File: src/rtl/ofr_pkg.sv
// constants for the output fault retry and output voltage threshold block
// assumes one 10 MHz system clock and a command port driven by management logic
//
// Functional notes
// - retry codes 011 to 110 give exactly 3 to 6 restart attempts after a fault shutdown.
// - when all permitted attempts fail the output is disabled and stays off until cleared.
// - retry code 111 retries forever until off command, bias loss or another fault.
// - attempt starts are spaced by the decoded multiplier times the delay time unit, or by two cycles when that product is one cycle.
// - the same multiplier times the unit sets how long operation continues after a fault.
// - multiplier codes 0 to 7 decode to 1, 2, 4, 8, 16, 32, 64 and 128 time units.
// - the length of one time unit comes from the separate time unit setting, not the byte.
// - command 0x42 is a read/write 16-bit output high warning threshold.
// - command 0x43 is a read/write 16-bit output low warning threshold.
// - command 0x44 is a read/write 16-bit output low fault threshold.
// - the retry count is in bits 5:3 and code 000 means no restart, output stays off.
package ofr_pkg;
  localparam logic [7:0] CMD_HIGH_WARN = 8'h42;
  localparam logic [7:0] CMD_LOW_WARN = 8'h43;
  localparam logic [7:0] CMD_LOW_FAULT = 8'h44;
  localparam int RETRY_LSB = 3;
  localparam int RETRY_MSB = 5;
  localparam int DELAY_LSB = 0;
  localparam int DELAY_MSB = 2;
  localparam logic [2:0] RETRY_NONE = 3'h0;
  localparam logic [2:0] RETRY_FOREVER = 3'h7;
  localparam logic [15:0] HIGH_WARN_RESET = 16'hffff;
  localparam logic [15:0] LOW_WARN_RESET = 16'h0000;
  localparam logic [15:0] LOW_FAULT_RESET = 16'h0000;
  localparam logic [15:0] UNIT_CYCLES_RESET = 16'h0001;
  typedef enum logic [4:0] {
    OFR_RUN = 5'h01,
    OFR_CONTINUE = 5'h02,
    OFR_WAIT = 5'h04,
    OFR_ATTEMPT = 5'h08,
    OFR_LATCHED = 5'h10
  } ofr_state_t;
endpackage

File: src/rtl/ofr_unit_tick.sv
// delay time unit divider: one-cycle pulse every unit_cycles clocks
// assumes unit_cycles is held steady while a delay is running
module ofr_unit_tick #(
  parameter int WIDTH = 16
) (
  input wire logic sys_clk,
  input wire logic rst,
  input wire logic restart,
  input wire logic [WIDTH-1:0] unit_cycles,
  output logic tick
);
  initial begin
    if (WIDTH < 1 || WIDTH > 31) $error("ofr_unit_tick: WIDTH out of range");
  end
  logic [WIDTH-1:0] count_reg;
  logic [WIDTH-1:0] count_next;
  wire logic [WIDTH-1:0] unit_safe = (unit_cycles == '0) ? WIDTH'(1) : unit_cycles;
  wire logic at_end = (count_reg >= unit_safe - WIDTH'(1));
  // a zero setting is treated as one cycle so the delay never stalls
  assign count_next = (restart || at_end) ? '0 : count_reg + WIDTH'(1);
  // not gated by restart: the sequencer's restart decision is made from this tick
  assign tick = at_end;
  always_ff @(posedge sys_clk) begin
    if (rst) count_reg <= '0;
    else count_reg <= count_next;
  end
endmodule

File: src/rtl/ofr_top.sv
// output fault retry sequencer and output voltage threshold registers
// assumes fault, off and clear inputs come from logic on sys_clk; no pin is sampled here
module ofr_top #(
  parameter int UNIT_WIDTH = 16,
  parameter int VWIDTH = 16
) (
  input wire logic sys_clk,
  input wire logic rst,
  input wire logic [7:0] cmd_code,
  input wire logic cmd_wr,
  input wire logic cmd_rd,
  input wire logic [15:0] cmd_wdata,
  output logic [15:0] cmd_rdata,
  output logic cmd_rvalid,
  output logic cmd_unmapped,
  input wire logic [7:0] fault_response,
  input wire logic delayed_action,
  input wire logic [UNIT_WIDTH-1:0] time_unit_cycles,
  input wire logic fault_present,
  input wire logic clear_fault,
  input wire logic off_command,
  input wire logic bias_lost,
  input wire logic other_fault_shutdown,
  input wire logic [VWIDTH-1:0] vout_measured,
  output logic output_enable,
  output logic output_latched_off,
  output logic retry_active,
  output logic high_warning,
  output logic low_warning,
  output logic low_fault
);
  initial begin
    if (VWIDTH != 16) $error("ofr_top: thresholds are 16-bit words");
  end

  function automatic logic [8:0] units_of(input logic [2:0] code);
    units_of = 9'h001 << code;
  endfunction

  ofr_pkg::ofr_state_t state_reg, state_next;
  logic [15:0] high_warn_reg;
  logic [15:0] low_warn_reg;
  logic [15:0] low_fault_reg;
  logic [8:0] units_left_reg, units_left_next;
  logic [2:0] tries_left_reg, tries_left_next;
  logic out_en_reg, out_en_next;
  logic [15:0] rdata_reg;
  logic rvalid_reg;
  logic unmapped_reg;
  logic hw_reg, lw_reg, lf_reg;
  logic off_seen_reg;

  wire logic [2:0] retry_code = fault_response[ofr_pkg::RETRY_MSB:ofr_pkg::RETRY_LSB];
  wire logic [2:0] delay_code = fault_response[ofr_pkg::DELAY_MSB:ofr_pkg::DELAY_LSB];
  wire logic [8:0] delay_units = units_of(delay_code);
  wire logic unit_tick;
  wire logic delay_start;
  wire logic delay_done = unit_tick && (units_left_reg == 9'h001);
  wire logic forever_retry = (retry_code == ofr_pkg::RETRY_FOREVER);
  wire logic stop_now = off_command || bias_lost;

  wire logic sel_hw = (cmd_code == ofr_pkg::CMD_HIGH_WARN);
  wire logic sel_lw = (cmd_code == ofr_pkg::CMD_LOW_WARN);
  wire logic sel_lf = (cmd_code == ofr_pkg::CMD_LOW_FAULT);
  wire logic sel_any = sel_hw || sel_lw || sel_lf;
  wire logic [15:0] rd_mux = sel_hw ? high_warn_reg :
                             sel_lw ? low_warn_reg :
                             sel_lf ? low_fault_reg : 16'h0000;

  ofr_unit_tick #(.WIDTH(UNIT_WIDTH)) u_tick (
    .sys_clk(sys_clk),
    .rst(rst),
    .restart(delay_start),
    .unit_cycles(time_unit_cycles),
    .tick(unit_tick)
  );

  // next-state of the retry sequencer
  always_comb begin
    state_next = state_reg;
    out_en_next = out_en_reg;
    tries_left_next = tries_left_reg;
    case (state_reg)
      ofr_pkg::OFR_RUN: begin
        out_en_next = 1'b1;
        if (fault_present) begin
          if (delayed_action) begin
            state_next = ofr_pkg::OFR_CONTINUE;
          end else if (retry_code == ofr_pkg::RETRY_NONE) begin
            state_next = ofr_pkg::OFR_LATCHED;
            out_en_next = 1'b0;
          end else begin
            state_next = ofr_pkg::OFR_WAIT;
            out_en_next = 1'b0;
            tries_left_next = retry_code;
          end
        end
      end
      ofr_pkg::OFR_CONTINUE: begin
        if (delay_done) begin
          if (!fault_present) begin
            state_next = ofr_pkg::OFR_RUN;
          end else if (retry_code == ofr_pkg::RETRY_NONE) begin
            state_next = ofr_pkg::OFR_LATCHED;
            out_en_next = 1'b0;
          end else begin
            state_next = ofr_pkg::OFR_WAIT;
            out_en_next = 1'b0;
            tries_left_next = retry_code;
          end
        end
      end
      ofr_pkg::OFR_WAIT: begin
        if (delay_done) begin
          if (tries_left_reg == 3'h0) begin
            state_next = ofr_pkg::OFR_LATCHED;
          end else begin
            state_next = ofr_pkg::OFR_ATTEMPT;
            out_en_next = 1'b1;
            if (!forever_retry) tries_left_next = tries_left_reg - 3'h1;
          end
        end
      end
      ofr_pkg::OFR_ATTEMPT: begin
        // an attempt succeeds when it survives one full spacing period
        // a fault seen as the spacing ends wins, so a one-cycle spacing stretches to two
        if (fault_present) begin
          state_next = ofr_pkg::OFR_WAIT;
          out_en_next = 1'b0;
        end else if (delay_done) begin
          state_next = ofr_pkg::OFR_RUN;
        end
      end
      ofr_pkg::OFR_LATCHED: begin
        out_en_next = 1'b0;
        if (clear_fault) state_next = ofr_pkg::OFR_RUN;
      end
      default: begin
        state_next = ofr_pkg::OFR_LATCHED;
        out_en_next = 1'b0;
      end
    endcase
    if (other_fault_shutdown) begin
      state_next = ofr_pkg::OFR_LATCHED;
      out_en_next = 1'b0;
    end
    // off command or bias loss holds the output off; releasing it acts as an off-on clear
    if (stop_now) begin
      state_next = ofr_pkg::OFR_LATCHED;
      out_en_next = 1'b0;
    end else if (!other_fault_shutdown && state_reg == ofr_pkg::OFR_LATCHED && off_seen_reg) begin
      state_next = ofr_pkg::OFR_RUN;
    end
  end

  // the delay restarts on entering a timed state; a wait entered from a failed attempt reuses the attempt's delay
  assign delay_start = (state_next != state_reg) &&
                       (state_next == ofr_pkg::OFR_CONTINUE ||
                        state_next == ofr_pkg::OFR_WAIT && state_reg != ofr_pkg::OFR_ATTEMPT ||
                        state_next == ofr_pkg::OFR_ATTEMPT);
  assign units_left_next = delay_start ? delay_units :
                           (unit_tick && units_left_reg > 9'h001) ? units_left_reg - 9'h001 :
                           (unit_tick && units_left_reg == 9'h001) ? delay_units :
                           units_left_reg;

  always_ff @(posedge sys_clk) begin
    if (rst) begin
      state_reg <= ofr_pkg::OFR_RUN;
      out_en_reg <= 1'b0;
      tries_left_reg <= 3'h0;
      units_left_reg <= 9'h001;
      off_seen_reg <= 1'b0;
    end else begin
      state_reg <= state_next;
      out_en_reg <= out_en_next;
      tries_left_reg <= tries_left_next;
      units_left_reg <= units_left_next;
      off_seen_reg <= stop_now;
    end
  end

  // threshold registers on the command port
  always_ff @(posedge sys_clk) begin
    if (rst) begin
      high_warn_reg <= ofr_pkg::HIGH_WARN_RESET;
      low_warn_reg <= ofr_pkg::LOW_WARN_RESET;
      low_fault_reg <= ofr_pkg::LOW_FAULT_RESET;
    end else if (cmd_wr) begin
      if (sel_hw) high_warn_reg <= cmd_wdata;
      if (sel_lw) low_warn_reg <= cmd_wdata;
      if (sel_lf) low_fault_reg <= cmd_wdata;
    end
  end

  always_ff @(posedge sys_clk) begin
    if (rst) begin
      rdata_reg <= 16'h0000;
      rvalid_reg <= 1'b0;
      unmapped_reg <= 1'b0;
    end else begin
      rvalid_reg <= cmd_rd;
      unmapped_reg <= (cmd_rd || cmd_wr) && !sel_any;
      if (cmd_rd) rdata_reg <= rd_mux;
    end
  end

  // unsigned compare; flags are levels that follow the measurement
  always_ff @(posedge sys_clk) begin
    if (rst) begin
      hw_reg <= 1'b0;
      lw_reg <= 1'b0;
      lf_reg <= 1'b0;
    end else begin
      hw_reg <= vout_measured > high_warn_reg;
      lw_reg <= vout_measured < low_warn_reg;
      lf_reg <= vout_measured < low_fault_reg;
    end
  end

  logic latched_reg;
  logic retry_reg;
  always_ff @(posedge sys_clk) begin
    if (rst) begin
      latched_reg <= 1'b0;
      retry_reg <= 1'b0;
    end else begin
      latched_reg <= (state_next == ofr_pkg::OFR_LATCHED);
      retry_reg <= (state_next == ofr_pkg::OFR_WAIT) || (state_next == ofr_pkg::OFR_ATTEMPT);
    end
  end

  assign output_enable = out_en_reg;
  assign output_latched_off = latched_reg;
  assign retry_active = retry_reg;
  assign cmd_rdata = rdata_reg;
  assign cmd_rvalid = rvalid_reg;
  assign cmd_unmapped = unmapped_reg;
  assign high_warning = hw_reg;
  assign low_warning = lw_reg;
  assign low_fault = lf_reg;
endmodule

File: config.mk
export PLATFORM = sky130hd
export DESIGN_NAME = ofr_top
export DESIGN_NICKNAME = d
export VERILOG_FILES = /design/src/rtl/ofr_pkg.sv /design/src/rtl/ofr_unit_tick.sv /design/src/rtl/ofr_top.sv
export SDC_FILE = /design/constraint.sdc
export NUM_CORES = 1
export LEC_CHECK = 0
export ABC_AREA = 1
export BUFFER_PORTS_ARGS = -buffer_cell sky130_fd_sc_hd__buf_2
export CAP_MARGIN = 0
export CORE_UTILIZATION = 48
export DETAILED_ROUTE_END_ITERATION = 7
export PLACE_DENSITY = 0.74
export SLEW_MARGIN = 10
export SYNTH_ARGS = -nofsm -noshare
export SYNTH_HDL_FRONTEND = slang
export SYNTH_SLANG_ARGS = --single-unit
File: constraint.sdc
create_clock -name sys_clk -period 11.8 [get_ports sys_clk]
set_input_delay 2.36 -clock sys_clk [delete_from_list [all_inputs] [get_ports sys_clk]]
set_output_delay 2.36 -clock sys_clk [all_outputs]
set_load 0.02 [all_outputs]
==> impl_metrics.yaml <==
outcome:
  status: "finished, final reports clean"
global_routing:
  overflow: 0
  track_usage_pct: 23.2
  antenna_found_initial: 2
  grt_max_degree: 48
  grt_pass1_wl_um: 26400
  grt_pass1_vias: 5662
sta:
  fin_crit_ns: 6.05
  slew_violations: 0
  hold_viol_final: 0
  fin_tns_setup_ns: 0
  holdWs_ns: 0.465
  finClkSkew_ns: 0.00759
  fin_crit_sh_pct: 51.3
  fmax_mhz: 165
  setup_viol: 0
  setup_ws_ns: 5.75
  slew_headroom_pct: 33.6
  rsz0062_at_grt: "no"
  tightest_slew_ns: 0.994
critical_path:
  max_stage_delay_ns: 0.28
  endpoint_kind: "flop"
  crit_arrival_ns: 6.32
  cp-start-kind: "primary input"
  critical_path_class: "primary input to flop"
  path_max_fanout: 21
  required_ns: 12.07
  crit_path_top_delay_cell: "nand4_4"
  crit_path_frequent_cell: "nand2_1"
die:
  die_area_um2: 14100
  rows: 42
  initial_utilization_pct: 49.3
  io-pin-count: 98
  dieWidth_um: 119
  chipHeight_um: 119
  coreArea_um2: 13200
logic_synthesis:
  yosysSeqAreaShare_pct: 32.5
  synth_fp_nets: 1046
  async_flop_share_pct: 0
  syn_area_per_cell_um2: 7.22
  ys.flop_type: "dfxtp_1"
  netlist_instances: 904
  ys_ff_latch: 106
  ys.warnings.count: 0
  synth_edf_count: 0
  synth.distinct_cells: 45
  netlist_area_um2: 6530
clock_tree:
  clkLatencyLatePin_ns: 0.36
  cts_tree: "built"
  cts_buffers: 9
  clkTransAtPathRegs_ns: 0.06
  htreeDepth: 3
  ctsHoldBuffers: 0
  cts.sinks: 106
  cts-resized-gates: 0
  clockBufferDepth: 2
  cts_setup_buffers: 0
  clock-root-buffer: "clkbuf_16"
flow_run:
  max_cap_violations: 0
drt:
  dr.first_iter.drc_count: 403
  drtAntennaViolNets: 0
  viasPerCell: 5.19
  wire_per_inst_um: 13.2
  drc: 0
  wirelength_um: 15400
  vias: 6053
  dr.pass1.iters: 5
layout:
  synthToLayoutAreaGrowth_pct: 14.4
  fin_cells: 1167
  final_cell_mix: "nand2_1 (134), inv_1 (127), dfxtp_1 (106)"
  largest_reg_flops: 17
  nets: 1127
  mostFrequentLayoutCell: "nand2_1"
  drive_gt1_share_pct: 14.1
place:
  hpwl_um: 11200
  dp.cells: 1150
  pre_cts_ws_ns: 5.35
  io_buffers: 95
  gp_congestion: 0.899
worst_hold_path:
  min_path_type: "flop to flop"
power:
  p_leak_nw: 3.51
  peakVddDrop_v: 0.0000739
  powerDensity_nw_per_um2: 107
[Yosys cell counts, drive strengths merged, types with 4 or more instances]
library cell | instances | share of area, %
a211oi | 4 | 0.46
a21oi | 103 | 8.0
a31oi | 4 | 0.38
buf | 5 | 0.61
clkbuf | 22 | 1.3
dfxtp | 106 | 33
ha | 68 | 13
inv | 127 | 7.3
nand2 | 143 | 8.9
nand3 | 54 | 4.2
nand4 | 19 | 2.1
nor2 | 84 | 5.4
nor3 | 18 | 1.6
nor4 | 6 | 0.58
o211ai | 5 | 0.58
o21ai | 77 | 5.9
o22ai | 15 | 1.4
xnor2 | 7 | 0.94
xor2 | 18 | 2.4
[through the flow]
stage          cell area, um^2  util [%]  power [mW]
2_1_floorplan             6530         -       0.428
3_3_place_gp              7120      53.7       0.460
3_5_place_dp              7120      53.7       0.461
4_1_cts                   7460      56.3       0.804
5_1_grt                   7460      56.3       0.833
6_report                  7460      56.4       0.797
[metal layers]
| layer | vias to the layer above | global-route usage (%) | share of wire, % |
|---|---|---|---|
| met5 | - | 0 | 0 |
| met4 | 0 | 7.99 | 1.3 |
| met3 | 13 | 4.54 | 5.5 |
| met2 | 140 | 36.7 | 44 |
| met1 | 2694 | 31.5 | 49 |
| li1 | 3206 | - | - |
[worst max-delay path: cells and delay by family]
kind	cells	cell delay, ns
AND/OR/NAND/NOR	22	2.76
AO/OA/AOI/OAI	2	0.31
adder cells (fa/ha/maj)	2	0.46
XOR/XNOR	1	0.15
buffers and inverters	3	0.27
[power breakdown]
| part | internal, mW | total [mW] | switching (mW) |
|---|---|---|---|
| logic | 0.0341 | 0.0875 | 0.0534 |
| registers | 0.363 | 0.366 | 0.00343 |
| clock network | 0.213 | 0.344 | 0.131 |
[layout make-up]
cell class              count  area (um^2)
diodes                      2         5.00
clock buffers              11          243
clock inverters             4         98.8
fillers                  1321         5780
inverters                 127          477
multi-input cells         644         3810
flip-flops and latches    106         2120
well taps                 176          220
repair buffers             97          490
[cells by family (layout without fill, tap and decap cells)]
family	Yosys count	in the layout	synth area share (%)
AOI/OAI and AO/OA	220	220	18.3
xor gates and xnor gates	25	25	3.36
adders and majority gates	68	68	13.0
buffers and inverters	154	239	9.18
DFF	106	106	32.5
other	0	2	0
and+or+nand+nor	331	331	23.6
[path summary, 6_finish.rpt]
path	from	to	slack (ns)	depth (start not counted)
worst max-delay path	time_unit_cycles[2]	u_tick.count_reg[11]	5.75	30
worst max register to register	u_tick.count_reg[5]	u_tick.count_reg[11]	9.00	20
worst min register to register	cmd_rdata[2]	cmd_rdata[2]	0.47	2
worst min-delay path	cmd_rdata[2]	cmd_rdata[2]	0.47	2
(Power assumes the default switching activity.)
